--- src/logic/ahp_map.svh ---
`ifndef AHP_MAP_SVH
`define AHP_MAP_SVH

// Bus style codes on the two style pins
`define AHP_STYLE_STROBES   2'h0
`define AHP_STYLE_DSTROBE   2'h1

// Locations held inside the port itself
`define AHP_ADDR_STATUS     8'hF0
`define AHP_ADDR_MASK       8'hF1
`define AHP_ADDR_CTRL       8'hF2

// Control byte layout
`define AHP_CTRL_DRVHI_BIT  0

// Reset values
`define AHP_RST_STATUS      8'h00
`define AHP_RST_MASK        8'h00
`define AHP_RST_CTRL        8'h00
`define AHP_RST_BYTE        8'h00

`endif

--- src/logic/ahp_pkg.sv ---
package ahp_pkg;

   // Host pins as seen after the synchroniser
   typedef struct packed {
      logic       cs_n;
      logic       rd_ds_n;
      logic       wr_rw_n;
      logic [7:0] addr;
      logic [7:0] data;
      logic [1:0] style;
      logic       hw_cfg;
   } ahp_pins_t;

   // Register request towards the device core
   typedef struct packed {
      logic [7:0] addr;
      logic [7:0] wdata;
      logic       wr;
      logic       rd;
   } ahp_req_t;

   // Gray codes along idle, fetch, drive; write sits one step from idle
   typedef enum logic [1:0] {
      AHP_IDLE   = 2'b00,
      AHP_FETCH  = 2'b01,
      AHP_DRIVE  = 2'b11,
      AHP_WRITE  = 2'b10
   } ahp_state_t;

endpackage : ahp_pkg

--- src/logic/ahp_host_port.sv ---
`timescale 1ns/1ps
`include "ahp_map.svh"

// Notes on behaviour
// - Style pins 00 with config pin low select separate read and write strobes.
// - Style pins 01 with config pin low select data strobe plus direction line.
// - Eight address inputs decode 256 byte locations.
// - Each access moves one byte over the eight-bit two-way data bus.
// - Host holds select low to access; strobes are ignored while select is high.
// - Separate strobes: low read pulse reads, low write pulse writes.
// - Data strobe: low pulse reads with direction high, writes with it low.
// - Open-drain interrupt pulls low while any enabled condition is pending.
// - Reading a latched status register clears its latched bits.
// - An event arriving during a status read survives the clear.
// - Drive select set drives interrupt high when idle; clear lets it float.
// - After reset the interrupt floats until an enabled source is active.
// - While reset is low every bus output driver is released.

module ahp_host_port
(
   // Clock and reset
   input  wire logic             clk,
   input  wire logic             rst_n,
   // Host bus pins
   input  wire logic             cs_n,
   input  wire logic             rd_ds_n,
   input  wire logic             wr_rw_n,
   input  wire logic [7:0]       addr,
   input  wire logic [7:0]       data_in,
   output logic      [7:0]       data_out,
   output logic                  data_oe,
   // Interrupt pin, open drain
   output logic                  int_n_out,
   output logic                  int_n_oe,
   // Mode straps
   input  wire logic [1:0]       bus_style_select,
   input  wire logic             hardware_config_select,
   // Device core side
   output ahp_pkg::ahp_req_t     req,
   input  wire logic [7:0]       user_rdata,
   input  wire logic [7:0]       status_events,
   output logic                  irq_drive_high_sel
);
   import ahp_pkg::*;

   // ****************************************
   // Pin synchroniser
   // ****************************************
   ahp_pins_t pins_raw;
   ahp_pins_t pins_s1_r;
   ahp_pins_t pins_s2_r;

   always_comb
   begin
      pins_raw = '{cs_n: cs_n, rd_ds_n: rd_ds_n, wr_rw_n: wr_rw_n, addr: addr, data: data_in,
                   style: bus_style_select, hw_cfg: hardware_config_select};
   end

   // Pins idle high on strobes so a reset release never looks like a pulse
   always_ff @(posedge clk or negedge rst_n)
   begin
      if (!rst_n)
      begin
         pins_s1_r <= '{cs_n: 1'b1, rd_ds_n: 1'b1, wr_rw_n: 1'b1, default: '0};
         pins_s2_r <= '{cs_n: 1'b1, rd_ds_n: 1'b1, wr_rw_n: 1'b1, default: '0};
      end
      else
      begin
         pins_s1_r <= pins_raw;
         pins_s2_r <= pins_s1_r;
      end
   end

   // ****************************************
   // Bus style decode
   // ****************************************
   logic style_strobes;
   logic style_dstrobe;
   logic rd_cond;
   logic wr_cond;

   always_comb
   begin
      style_strobes = !pins_s2_r.hw_cfg && (pins_s2_r.style == `AHP_STYLE_STROBES);
      style_dstrobe = !pins_s2_r.hw_cfg && (pins_s2_r.style == `AHP_STYLE_DSTROBE);
      rd_cond = 1'b0;
      wr_cond = 1'b0;
      if (!pins_s2_r.cs_n)
      begin
         if (style_strobes)
         begin
            // read and write pulses
            // Both strobes low at once is treated as a read
            rd_cond = !pins_s2_r.rd_ds_n;
            wr_cond = !pins_s2_r.wr_rw_n && pins_s2_r.rd_ds_n;
         end
         else if (style_dstrobe)
         begin
            rd_cond = !pins_s2_r.rd_ds_n && pins_s2_r.wr_rw_n;
            wr_cond = !pins_s2_r.rd_ds_n && !pins_s2_r.wr_rw_n;
         end
      end
   end

   // ****************************************
   // Local registers and status latch
   // ****************************************
   logic [7:0] status;
   logic [7:0] mask_r;
   logic [7:0] mask_nxt;
   logic [7:0] ctrl_r;
   logic [7:0] ctrl_nxt;
   logic       clr_r;
   logic       clr_nxt;
   logic [7:0] clr_mask_r;
   logic [7:0] clr_mask_nxt;

   ahp_status_latch u_status
   (
      .clk      (clk),
      .rst_n    (rst_n),
      .events   (status_events),
      .clr      (clr_r),
      .clr_mask (clr_mask_r),
      .status   (status)
   );

   // ****************************************
   // Access sequencer
   // ****************************************
   ahp_state_t state_r;
   ahp_state_t state_nxt;
   ahp_req_t   req_r;
   ahp_req_t   req_nxt;
   logic [7:0] dout_r;
   logic [7:0] dout_nxt;
   logic       doe_r;
   logic       doe_nxt;

   always_comb
   begin
      state_nxt          = state_r;
      req_nxt            = req_r;
      req_nxt.wr         = 1'b0;
      req_nxt.rd         = 1'b0;
      dout_nxt           = dout_r;
      doe_nxt            = 1'b0;
      mask_nxt           = mask_r;
      ctrl_nxt           = ctrl_r;
      clr_nxt            = 1'b0;
      clr_mask_nxt       = clr_mask_r;
      unique case (state_r)
         AHP_IDLE:
         begin
            if (rd_cond)
            begin
               req_nxt.addr = pins_s2_r.addr;
               req_nxt.rd   = 1'b1;
               state_nxt    = AHP_FETCH;
            end
            else if (wr_cond)
            begin
               req_nxt.addr  = pins_s2_r.addr;
               req_nxt.wdata = pins_s2_r.data;
               state_nxt     = AHP_WRITE;
            end
         end
         AHP_FETCH:
         begin
            // Core answers in the cycle its read request is high
            unique case (req_r.addr)
               `AHP_ADDR_STATUS: dout_nxt = status;
               `AHP_ADDR_MASK:   dout_nxt = mask_r;
               `AHP_ADDR_CTRL:   dout_nxt = ctrl_r;
               default:          dout_nxt = user_rdata;
            endcase
            doe_nxt   = rd_cond;
            state_nxt = rd_cond ? AHP_DRIVE : AHP_IDLE;
         end
         AHP_DRIVE:
         begin
            doe_nxt = rd_cond;
            if (!rd_cond)
            begin
               state_nxt = AHP_IDLE;
               // clear what was read
               // Clear at strobe end so the byte on the bus stays stable
               if (req_r.addr == `AHP_ADDR_STATUS)
               begin
                  clr_nxt      = 1'b1;
                  clr_mask_nxt = dout_r;
               end
            end
         end
         AHP_WRITE:
         begin
            if (wr_cond)
            begin
               // Track the bus so the last value before the strobe ends is kept
               req_nxt.addr  = pins_s2_r.addr;
               req_nxt.wdata = pins_s2_r.data;
            end
            else
            begin
               state_nxt = AHP_IDLE;
               unique case (req_r.addr)
                  `AHP_ADDR_STATUS: ;
                  `AHP_ADDR_MASK:   mask_nxt = req_r.wdata;
                  `AHP_ADDR_CTRL:   ctrl_nxt = req_r.wdata;
                  default:          req_nxt.wr = 1'b1;
               endcase
            end
         end
      endcase
   end

   always_ff @(posedge clk or negedge rst_n)
   begin
      if (!rst_n)
      begin
         state_r    <= AHP_IDLE;
         req_r      <= '0;
         dout_r     <= `AHP_RST_BYTE;
         doe_r      <= 1'b0;
         mask_r     <= `AHP_RST_MASK;
         ctrl_r     <= `AHP_RST_CTRL;
         clr_r      <= 1'b0;
         clr_mask_r <= `AHP_RST_STATUS;
      end
      else
      begin
         state_r    <= state_nxt;
         req_r      <= req_nxt;
         dout_r     <= dout_nxt;
         doe_r      <= doe_nxt;
         mask_r     <= mask_nxt;
         ctrl_r     <= ctrl_nxt;
         clr_r      <= clr_nxt;
         clr_mask_r <= clr_mask_nxt;
      end
   end

   // ****************************************
   // Interrupt pin
   // ****************************************
   logic pending;
   logic int_out_r;
   logic int_out_nxt;
   logic int_oe_r;
   logic int_oe_nxt;

   always_comb
   begin
      pending     = |(status & mask_r);
      int_out_nxt = !pending;
      int_oe_nxt  = pending || ctrl_r[`AHP_CTRL_DRVHI_BIT];
   end

   always_ff @(posedge clk or negedge rst_n)
   begin
      if (!rst_n)
      begin
         int_out_r <= 1'b1;
         int_oe_r  <= 1'b0;
      end
      else
      begin
         int_out_r <= int_out_nxt;
         int_oe_r  <= int_oe_nxt;
      end
   end
   assign data_out           = dout_r;
   assign data_oe            = doe_r;
   assign int_n_out          = int_out_r;
   assign int_n_oe           = int_oe_r;
   assign req                = req_r;
   assign irq_drive_high_sel = ctrl_r[`AHP_CTRL_DRVHI_BIT];
endmodule : ahp_host_port

--- src/logic/ahp_status_latch.sv ---
`timescale 1ns/1ps
`include "ahp_map.svh"

module ahp_status_latch
(
   // Clock and reset
   input  wire logic       clk,
   input  wire logic       rst_n,
   // Events and clear
   input  wire logic [7:0] events,
   input  wire logic       clr,
   input  wire logic [7:0] clr_mask,
   // Latched state
   output logic      [7:0] status
);
   import ahp_pkg::*;

   logic [7:0] status_r;
   logic [7:0] status_nxt;

   // Only bits the host actually saw are cleared, and a new event wins
   genvar gi;
   generate
      for (gi = 0; gi < 8; gi++)
      begin : g_bit
         always_comb
         begin
            status_nxt[gi] = events[gi] | (status_r[gi] & ~(clr & clr_mask[gi]));
         end
      end
   endgenerate

   always_ff @(posedge clk or negedge rst_n)
   begin
      if (!rst_n)
         status_r <= `AHP_RST_STATUS;
      else
         status_r <= status_nxt;
   end

   assign status = status_r;
endmodule : ahp_status_latch
--- config.mk ---
export PLATFORM = sky130hd
export DESIGN_NAME = ahp_host_port
export DESIGN_NICKNAME = d
export VERILOG_FILES = /design/src/logic/ahp_pkg.sv /design/src/logic/ahp_host_port.sv /design/src/logic/ahp_status_latch.sv
export VERILOG_INCLUDE_DIRS = /design/src /design/src/logic
export SDC_FILE = /design/constraint.sdc
export NUM_CORES = 1
export LEC_CHECK = 0
export ABC_AREA = 1
export BUFFER_PORTS_ARGS = -buffer_cell sky130_fd_sc_hd__buf_2
export CAP_MARGIN = 5
export CORE_MARGIN = 8
export CORE_UTILIZATION = 45
export CTS_BUF_LIST = sky130_fd_sc_hd__clkbuf_4
export CTS_CLUSTER_DIAMETER = 200
export CTS_CLUSTER_SIZE = 24
export DETAILED_ROUTE_END_ITERATION = 6
export GPL_ROUTABILITY_DRIVEN = 1
export HOLD_SLACK_MARGIN = 0.12
export PLACE_DENSITY_LB_ADDON = 0.3
export SYNTH_ARGS = -nofsm -noshare
export SYNTH_HDL_FRONTEND = slang
export SYNTH_SLANG_ARGS = --single-unit
--- constraint.sdc ---
create_clock -name clk -period 1.5 [get_ports clk]
set_input_delay 0.15 -clock clk [delete_from_list [all_inputs] [get_ports clk]]
set_output_delay 0.15 -clock clk [all_outputs]
set_load 0.005 [all_outputs]
; Yosys cells after proc, flatten, opt, wreduce, memory -nomap -nowiden
; Cells that the tools add are included.
[word_totals]
reg_bits = 108
[op_classes]
mux = 26
n_reduce_logical = 21
n_bitwise = 35
n_eq_ne = 11
[ops]
columns = op, n
row1 = one-hot mux 16 bit (2 select lines), 1
row2 = equality test 8 bit (second input constant), 3
row3 = one-hot mux 8 bit (3 select lines), 1
row4 = AND 1 bit, 16
row5 = 2-to-1 mux 16 bit, 1
row6 = 2-to-1 mux 8 bit, 2
row7 = 2-to-1 mux 1 bit, 15
row8 = AND reduction 3 bit, 4
row9 = 2-to-1 mux 2 bit, 5
row10 = inverter 1 bit, 10
row11 = AND 8 bit, 1
row12 = bitwise OR 1 bit, 8
row13 = one-hot mux 2 bit (4 select lines), 1
row14 = OR reduction 8 bit, 1
row15 = inequality test 2 bit (second input constant), 3
row16 = logical AND 1 bit, 5
row17 = equality test 2 x 1 -> 1 bit (second input constant), 2
row18 = equality test 2 bit (second input constant), 2
row19 = zero test 1 bit, 4
row20 = zero test 2 bit, 2
row21 = inequality test 3 bit (second input constant), 1
row22 = OR reduction 3 bit, 1
row23 = AND reduction 2 bit, 1
row24 = nonzero test 2 bit, 1
row25 = other kinds (2), 2

; Logic depth before layout (Yosys ltp)
; Gate-level depths: netlist of the first run.
[depth]
ltp_word = 8
mapped_depth = 10
ltp_nobuf = 9

; Modules after synthesis
; Synthesis of the first run repeated with hierarchy kept, for this count alone.
[hier_totals]
cells_unflattened = 404
hier_area_um2 = 4165.2
[by_module_without_submodules]
columns = module, cells_each, seq_area_each_um2, instances, area_per_inst_um2
row1 = ahp_host_port, 363, 2511.2, 1, 3839.9
row2 = ahp_status_latch, 41, 200.2, 1, 325.3

; Worst setup path after synthesis of the first run
; Ideal clock, no wire load.
[synth_timing]
path_type = reg-to-reg
from = reg pins_s2_r[20] in the netlist's numbering
to = reg req_r (netlist bit req[13])
slack_ns = 0.094
stages_incl_launch_ff = 10
period_less_slack_ns = 1.406
arrival_ns = 1.332
n_path_buf = 1
path_cell_list = dfstp_2 > nor2_1 > nor2_1 > nand2_4 > nor2_8 > inv_4 > nand2_4 > buf_6 > nand2_1 > o21ai_2
[synth_via]
elab_chain_cells = 8
word_cells_on_any_way = 13
cone_classes = mux (9) / reduce/logical (4)
[synth_lines]
columns = item, line_no
row1 = from (decl), ahp_host_port.sv:51  ; ahp_pins_t pins_s2_r;
row2 = from (signal assigned), ahp_host_port.sv:70  ; pins_s2_r <= pins_s1_r;
row3 = zero test 1 bit, "ahp_host_port.sv:94, ahp_host_port.sv:99, ahp_host_port.sv:100"
row4 = logical AND 1 bit, ahp_host_port.sv:100  ; wr_cond = !pins_s2_r.rd_ds_n && !pins_s2_r.wr_rw_n;
row5 = 2-to-1 mux 1 bit, ahp_host_port.sv:97  ; else if (style_dstrobe)
row6 = 2-to-1 mux 1 bit, ahp_host_port.sv:90  ; if (style_strobes)
row7 = 2-to-1 mux 1 bit, ahp_host_port.sv:88  ; if (!pins_s2_r.cs_n)
row8 = 2-to-1 mux 16 bit, --
row9 = 2-to-1 mux 8 bit, ahp_host_port.sv:155  ; if (rd_cond)
row10 = one-hot mux 16 bit (2 select lines) *, ahp_host_port.sv:152  ; unique case (state_r)
row11 = to (signal assigned), ahp_host_port.sv:233  ; req_r <= req_nxt;
row12 = to (decl), ahp_host_port.sv:133  ; ahp_req_t req_r;
; Every way passes the cells marked *; elsewhere a longest branch is shown, timed or not.
; A chain may end at the register's enable or synchronous reset.

; Worst setup path in the final report of the first run
[layout_timing]
from = reg pins_s2_r[0] in the netlist's numbering
to = reg req_r (netlist bit req[8])
[layout_via]
elab_chain_cells = 8
word_cells_on_any_way = 14
cone_classes = eq/ne (1) / mux (9) / reduce/logical (4)
[layout_lines]
columns = item, line_no
row1 = zero test 1 bit *, "ahp_host_port.sv:84, ahp_host_port.sv:85"
row2 = logical AND 1 bit, ahp_host_port.sv:85  ; style_dstrobe = !pins_s2_r.hw_cfg && (pins_s2_r.style == `AHP_STYLE_DSTROBE);
row3 = 2-to-1 mux 1 bit, ahp_host_port.sv:97
row4 = 2-to-1 mux 1 bit, ahp_host_port.sv:90
row5 = 2-to-1 mux 1 bit, ahp_host_port.sv:88
row6 = 2-to-1 mux 16 bit, --
row7 = 2-to-1 mux 8 bit, --
row8 = one-hot mux 16 bit (2 select lines), --
; Every way passes the cells marked *; elsewhere a longest branch is shown, timed or not. The select of a mux whose other input is x is not followed.

==> flow_summary.json, run 1 <==
{
  "status": "finished, final reports clean",
  "area_growth_pct": 25.6,
  "grt_first_pass_wirelength_mm": 13.5,
  "num_rows": 34,
  "grt_start_max_net_pins": 109,
  "power_density_nw_per_um2": 1060,
  "rsz0062_at_grt": "yes",
  "setup_viol": 0,
  "arrival_ps": 1840,
  "startpoint_type": "flip-flop",
  "critPathCaptureType": "flip-flop",
  "hold_path_class": "input port to async pin",
  "hpwl_mm": 5.36,
  "irDropWorstVdd_v": 0.000572,
  "syn_nets": 405,
  "clk_pin_slew_ps": 160,
  "clock_sink_count": 108,
  "stdcell_area_um2": 5070,
  "crit_type": "flip-flop to flip-flop",
  "start_util_pct": 46.3,
  "power.share.combinational_pct": 15.0,
  "drtPass1Iterations": 4,
  "placed_cell_area_um2": 4510,
  "cts_tree": "built",
  "gp_congestion": 0.779,
  "wl_mm": 7.83,
  "dpl.cell_count": 539,
  "p_sw_w": 0.00151,
  "io_pins": 70,
  "synth.yosys.warnings": 0,
  "drv_slew": 0,
  "fmax_mhz": 683,
  "clkPwrFrac_pct": 24.3,
  "netlist_instances": 365,
  "instances_no_fill": 593,
  "regArea_um2": 2710,
  "final_common_cell": "dfrtp_1",
  "fin_setup_tns_ps": 0,
  "cts_buffers": 9,
  "nFillCells": 738,
  "wl_per_cell_um": 13.2,
  "post-route-util_pct": 58.1,
  "ys_seq_elements": 108,
  "antenna_found_initial": 0,
  "worstSkewPairLatency_ps": 440,
  "fp.dieH_um": 111,
  "cts_root_buf": "clkbuf_4",
  "seqPwrFrac_pct": 60.7,
  "multiInputGateArea_um2": 1190,
  "postSynthAreaPerCell_um2": 11.1,
  "synthDistinctLibCells": 30,
  "fin_crit_sh_pct": 97.6,
  "p_sw_share_pct": 28.2,
  "drt_iter0_markers": 170,
  "die-area_um2": 12300,
  "worstMarginPinSlew_ps": 560,
  "die_w_um": 111,
  "layout_common_cells": "dfrtp_1 (101), nand2_1 (100), buf_2 (68)",
  "grt_util_all_layers_pct": 13.4,
  "maxSlewHeadroom_pct": 62.7,
  "holdWs_ps": 263,
  "skew_ps": 11.8,
  "path_max_fanout": 16,
  "drive_gt1_share_pct": 25.6,
  "n_antenna_cell": 0,
  "timing_hold_violations_final": 0,
  "io_buffers": 69,
  "intPower_w": 0.00386,
  "period_minus_slack_ps": 1460,
  "drt-vias-per-instance": 4.70,
  "coreArea_um2": 8720,
  "cp_data_required_time_ps": 1870,
  "synth_area_um2": 4040,
  "grt_overflow": 0,
  "p_leak_nw": 2.47,
  "ys_seq_area_share_pct": 67.2,
  "vias": 2785,
  "grt_pass1_vias": 2843,
  "cts_max_path_buffers": 2,
  "drc_errors": 0,
  "final_antenna_net_count": 0,
  "fin_nets": 521,
  "h-tree-depth": 3,
  "cap_violations": 0
}
repair_timing:
item                                    in CTS  in global routing
hold buffers                                39                  0
endpoints found under the setup margin       1                 28
gates resized for setup                      3                  7
pin swaps                                    0                  2
setup buffers                                0                  0
endpoints found under the hold margin      144                  0
registers in the layout (all words and copies together), names as in the netlist:
signal	flops
int_n_oe	1
int_n_out	1
mask_r	8
pins_s2_r	22
data_out	8
state_r	2
ctrl_r	8
req	18
u_status.status	8
data_oe	1
clr_r	1
clr_mask_r	8
pins_s1_r	22
metal layers:
metal | vias to the layer above | global-route usage, % | routed length [µm]
li1 | 1417 | - | -
met1 | 1300 | 16.8 | 3710
met2 | 57 | 21.1 | 3560
met3 | 11 | 5.03 | 473
met4 | 0 | 3.51 | 86
met5 | - | 0 | 0
Yosys cell counts (all sizes together):
| library cell | number | area (µm²) |
|---|---|---|
| o21ai | 37 | 196 |
| nor3 | 2 | 21.3 |
| a21oi | 8 | 40.0 |
| a21o | 8 | 60.1 |
| and3 | 2 | 12.5 |
| buf | 9 | 68.8 |
| nand2 | 105 | 419 |
| and2 | 1 | 6.26 |
| clkbuf | 1 | 3.75 |
| inv | 28 | 108 |
| a22o | 1 | 8.76 |
| nand3 | 38 | 190 |
| dfrtp | 101 | 2530 |
| nor2 | 12 | 108 |
| o211ai | 1 | 21.3 |
| nand4 | 4 | 61.3 |
| dfstp | 7 | 184 |
through the flow:
stage	power, W	setup WS [ps]
final	0.00538	36.1
after global routing	0.00567	-29.4
after CTS	0.00545	1.57
after detailed placement	0.00406	24.7
after global placement	0.00404	67.7
after floorplan	0.00366	94.1
area by class of cell:
class | count | share of cell area [%]
clock buffers | 10 | 1.48
clock inverters | 5 | 0.888
inverters | 28 | 2.12
multi-input cells | 219 | 23.5
flip-flops and latches | 108 | 53.5
well taps | 108 | 2.66
repair buffers | 115 | 15.9
final timing paths:
check	slack, ps	start	depth (start not counted)	endpoint
worst max-delay path	40	pins_s2_r[0]$_DFF_PN0_	6	req[8]$_DFFE_PN0P_
worst min-delay path	260	rst_n	3	pins_s1_r[17]$_DFF_PN0_
worst max register to register	40	pins_s2_r[0]$_DFF_PN0_	6	req[8]$_DFFE_PN0P_
worst min register to register	370	pins_s1_r[6]$_DFF_PN0_	0	pins_s2_r[6]$_DFF_PN0_
max in group asynchronous	770	rst_n	3	pins_s1_r[21]$_DFF_PN1_
min in group clk	320	addr[5]	2	pins_s1_r[16]$_DFF_PN0_
critical path, cell delays in order, from the launching register on:
cell and delay (ps):
dfrtp_1 430, nor3_4 320, nand2_4 170, nor2_8 150, buf_4 190, nand2_1 60
o21ai_0 80
power by group through the flow:
stage	clock, W	combinational, W	sequential, W
2_1_floorplan	0	0.000347	0.00331
3_3_place_gp	0	0.000729	0.00331
3_5_place_dp	0	0.000738	0.00332
4_1_cts	0.00137	0.000822	0.00327
5_1_grt	0.00147	0.000907	0.00330
6_report	0.00130	0.000809	0.00326
cell families after synthesis:
group                  share of synthesized area [%]
and+or+nand+nor                                 20.3
DFF                                             67.2
AOI/OAI and AO/OA                               8.09
buffers and inverters                           4.46
(Power assumes the default switching activity.)
==> inputs of run 2 (changes only) <==
--- a/config.mk
+++ b/config.mk
@@ -9,7 +9,6 @@
 export ABC_AREA = 1
 export BUFFER_PORTS_ARGS = -buffer_cell sky130_fd_sc_hd__buf_2
 export CAP_MARGIN = 5
-export CORE_MARGIN = 8
 export CORE_UTILIZATION = 45
 export CTS_BUF_LIST = sky130_fd_sc_hd__clkbuf_4
 export CTS_CLUSTER_DIAMETER = 200
@@ -18,6 +17,8 @@
 export GPL_ROUTABILITY_DRIVEN = 1
 export HOLD_SLACK_MARGIN = 0.12
 export PLACE_DENSITY_LB_ADDON = 0.3
+export REMOVE_ABC_BUFFERS = 1
 export SYNTH_ARGS = -nofsm -noshare
 export SYNTH_HDL_FRONTEND = slang
 export SYNTH_SLANG_ARGS = --single-unit
+export TNS_END_PERCENT = 5
==> run 2 against run 1 <==
  * Via count rose by 0.25%
  * Clock skew is 13 ps higher
  * First-iteration DRC count fell by 42%
  * Highest routed layer unchanged
  * Wire length decreased by 5.9%
  * Cell area rose by 0.69%
  * Sequential share of layout area fell by 0.37 points
  * Count of clock-buffer cells in the layout decreased by 1
  * Flip-flop and latch count stayed put
  * Cell count up 0.51%
  * Utilization is 0.40 points higher
==> flow_summary.json, run 2 (synthesized netlist as in run 1, its figures left out) <==
{
  "fmax_mhz": 705,
  "drtPass1Iterations": 4,
  "cts_buffers": 9,
  "multiInputGateArea_um2": 1180,
  "cap_violations": 0,
  "drv_slew": 0,
  "cp_data_required_time_ps": 1880,
  "p_leak_nw": 2.49,
  "fin_setup_tns_ps": 0,
  "vias": 2792,
  "cts_max_path_buffers": 2,
  "period_minus_slack_ps": 1420,
  "final_antenna_net_count": 0,
  "cts_root_buf": "clkbuf_4",
  "clk_pin_slew_ps": 170,
  "skew_ps": 24.8,
  "startpoint_type": "flip-flop",
  "layout_common_cells": "dfrtp_1 (101), nand2_1 (99), buf_2 (68)",
  "grt_start_max_net_pins": 71,
  "die-area_um2": 9350,
  "crit_type": "flip-flop to flip-flop",
  "wl_mm": 7.37,
  "setup_viol": 0,
  "grt_util_all_layers_pct": 17.2,
  "h-tree-depth": 3,
  "path_max_fanout": 12,
  "fin_crit_sh_pct": 94.6,
  "cts_tree": "built",
  "drt-vias-per-instance": 4.68,
  "fin_nets": 523,
  "fp.dieH_um": 96.7,
  "post-route-util_pct": 58.6,
  "io_buffers": 69,
  "worstMarginPinSlew_ps": 438,
  "area_growth_pct": 26.5,
  "status": "finished, final reports clean",
  "nFillCells": 735,
  "die_w_um": 96.7,
  "grt_first_pass_wirelength_mm": 13.0,
  "final_common_cell": "dfrtp_1",
  "hpwl_mm": 5.00,
  "hold_path_class": "input port to async pin",
  "maxSlewHeadroom_pct": 70.6,
  "rsz0062_at_grt": "yes",
  "finalPower_w": 0.00541,
  "gp_congestion": 0.738,
  "arrival_ps": 1800,
  "grt_pass1_vias": 2704,
  "postCtsSetupBuffers": 0,
  "coreArea_um2": 8720,
  "dp_slack_ps": 26.8,
  "clock_sink_count": 108,
  "timing_hold_violations_final": 0,
  "start_util_pct": 46.3,
  "antenna_found_initial": 0,
  "irDropWorstVdd_v": 0.000497,
  "drt_iter0_markers": 98,
  "regArea_um2": 2710,
  "io_pins": 70,
  "drive_gt1_share_pct": 26.0,
  "drc_errors": 0,
  "grt_overflow": 0,
  "wl_per_cell_um": 12.4,
  "critPathCaptureType": "flip-flop",
  "num_rows": 34,
  "worstSkewPairLatency_ps": 450,
  "worst_slack_ps": 81.2,
  "power_density_nw_per_um2": 1060,
  "n_antenna_cell": 0
}
-- run 2: cell count changes in the layout (fill, tap and decap cells not counted), sizes merged --
cell,delta
buf,+2
clkbuf,-1
clkinv,+3
clkinvlp,-1
-- run 2: layer usage --
layer | global-route usage, % | vias to the layer above | routed length (µm)
met4 | 6.77 | 0 | 121
met2 | 26.1 | 63 | 3370
li1 | - | 1414 | -
met3 | 3.76 | 11 | 433
met1 | 24.5 | 1304 | 3440
met5 | 0 | - | 0
-- run 2: metrics by stage --
step / area (µm²) / hold WS, ps / std cells
after floorplan: 3960 / -146 / 355
after global placement: 4540 / 141 / 541
after global routing: 5110 / 193 / 596
after CTS: 5060 / 180 / 596
final: 5110 / 186 / 596
after detailed placement: 4540 / 143 / 541
-- run 2: critical path, cell delays in order, from the launching register on --
cell	delay, ps
dfrtp_1	430
nor3_4	330
nand2_4	150
nor2_8	140
inv_4	70
nand2_8	100
nand2_1	80
o21ai_2	60
-- run 2: layout make-up --
class | instances | area share (%)
clock buffers | 9 | 1.32
clock inverters | 7 | 1.13
inverters | 28 | 2.11
multi-input cells | 219 | 23.2
flip-flops and latches | 108 | 53.1
well taps | 108 | 2.65
repair buffers | 117 | 16.5
-- run 2: timing repair --
item,4_1_cts,5_1_grt
cloned,0,0
hold buffers,39,0
hold endpoints to repair,146,0
pin swaps,0,2
endpoints found under the setup margin,1,30
resized for setup,2,11
-- run 2: final timing paths --
path                       cells after the start  slack [ps]                     from                      endpoint
min reg2reg                                    0         370  pins_s1_r[12]$_DFF_PN0_       pins_s2_r[12]$_DFF_PN0_
max                                            7          80   pins_s2_r[0]$_DFF_PN0_           req[12]$_DFFE_PN0P_
min in group clk                               2         310               data_in[7]       pins_s1_r[10]$_DFF_PN0_
min                                            3         190                    rst_n  u_status.status[7]$_DFF_PN0_
max in group asynchronous                      3         930                    rst_n        pins_s2_r[5]$_DFF_PN0_
max reg2reg                                    7          80   pins_s2_r[0]$_DFF_PN0_           req[12]$_DFFE_PN0P_
-- run 2: power by group --
group | internal (W) | switching, W
Sequential | 0.00313 | 0.000130
Combinational | 0.000361 | 0.000455
Clock | 0.000370 | 0.000968
Total | 0.00386 | 0.00155
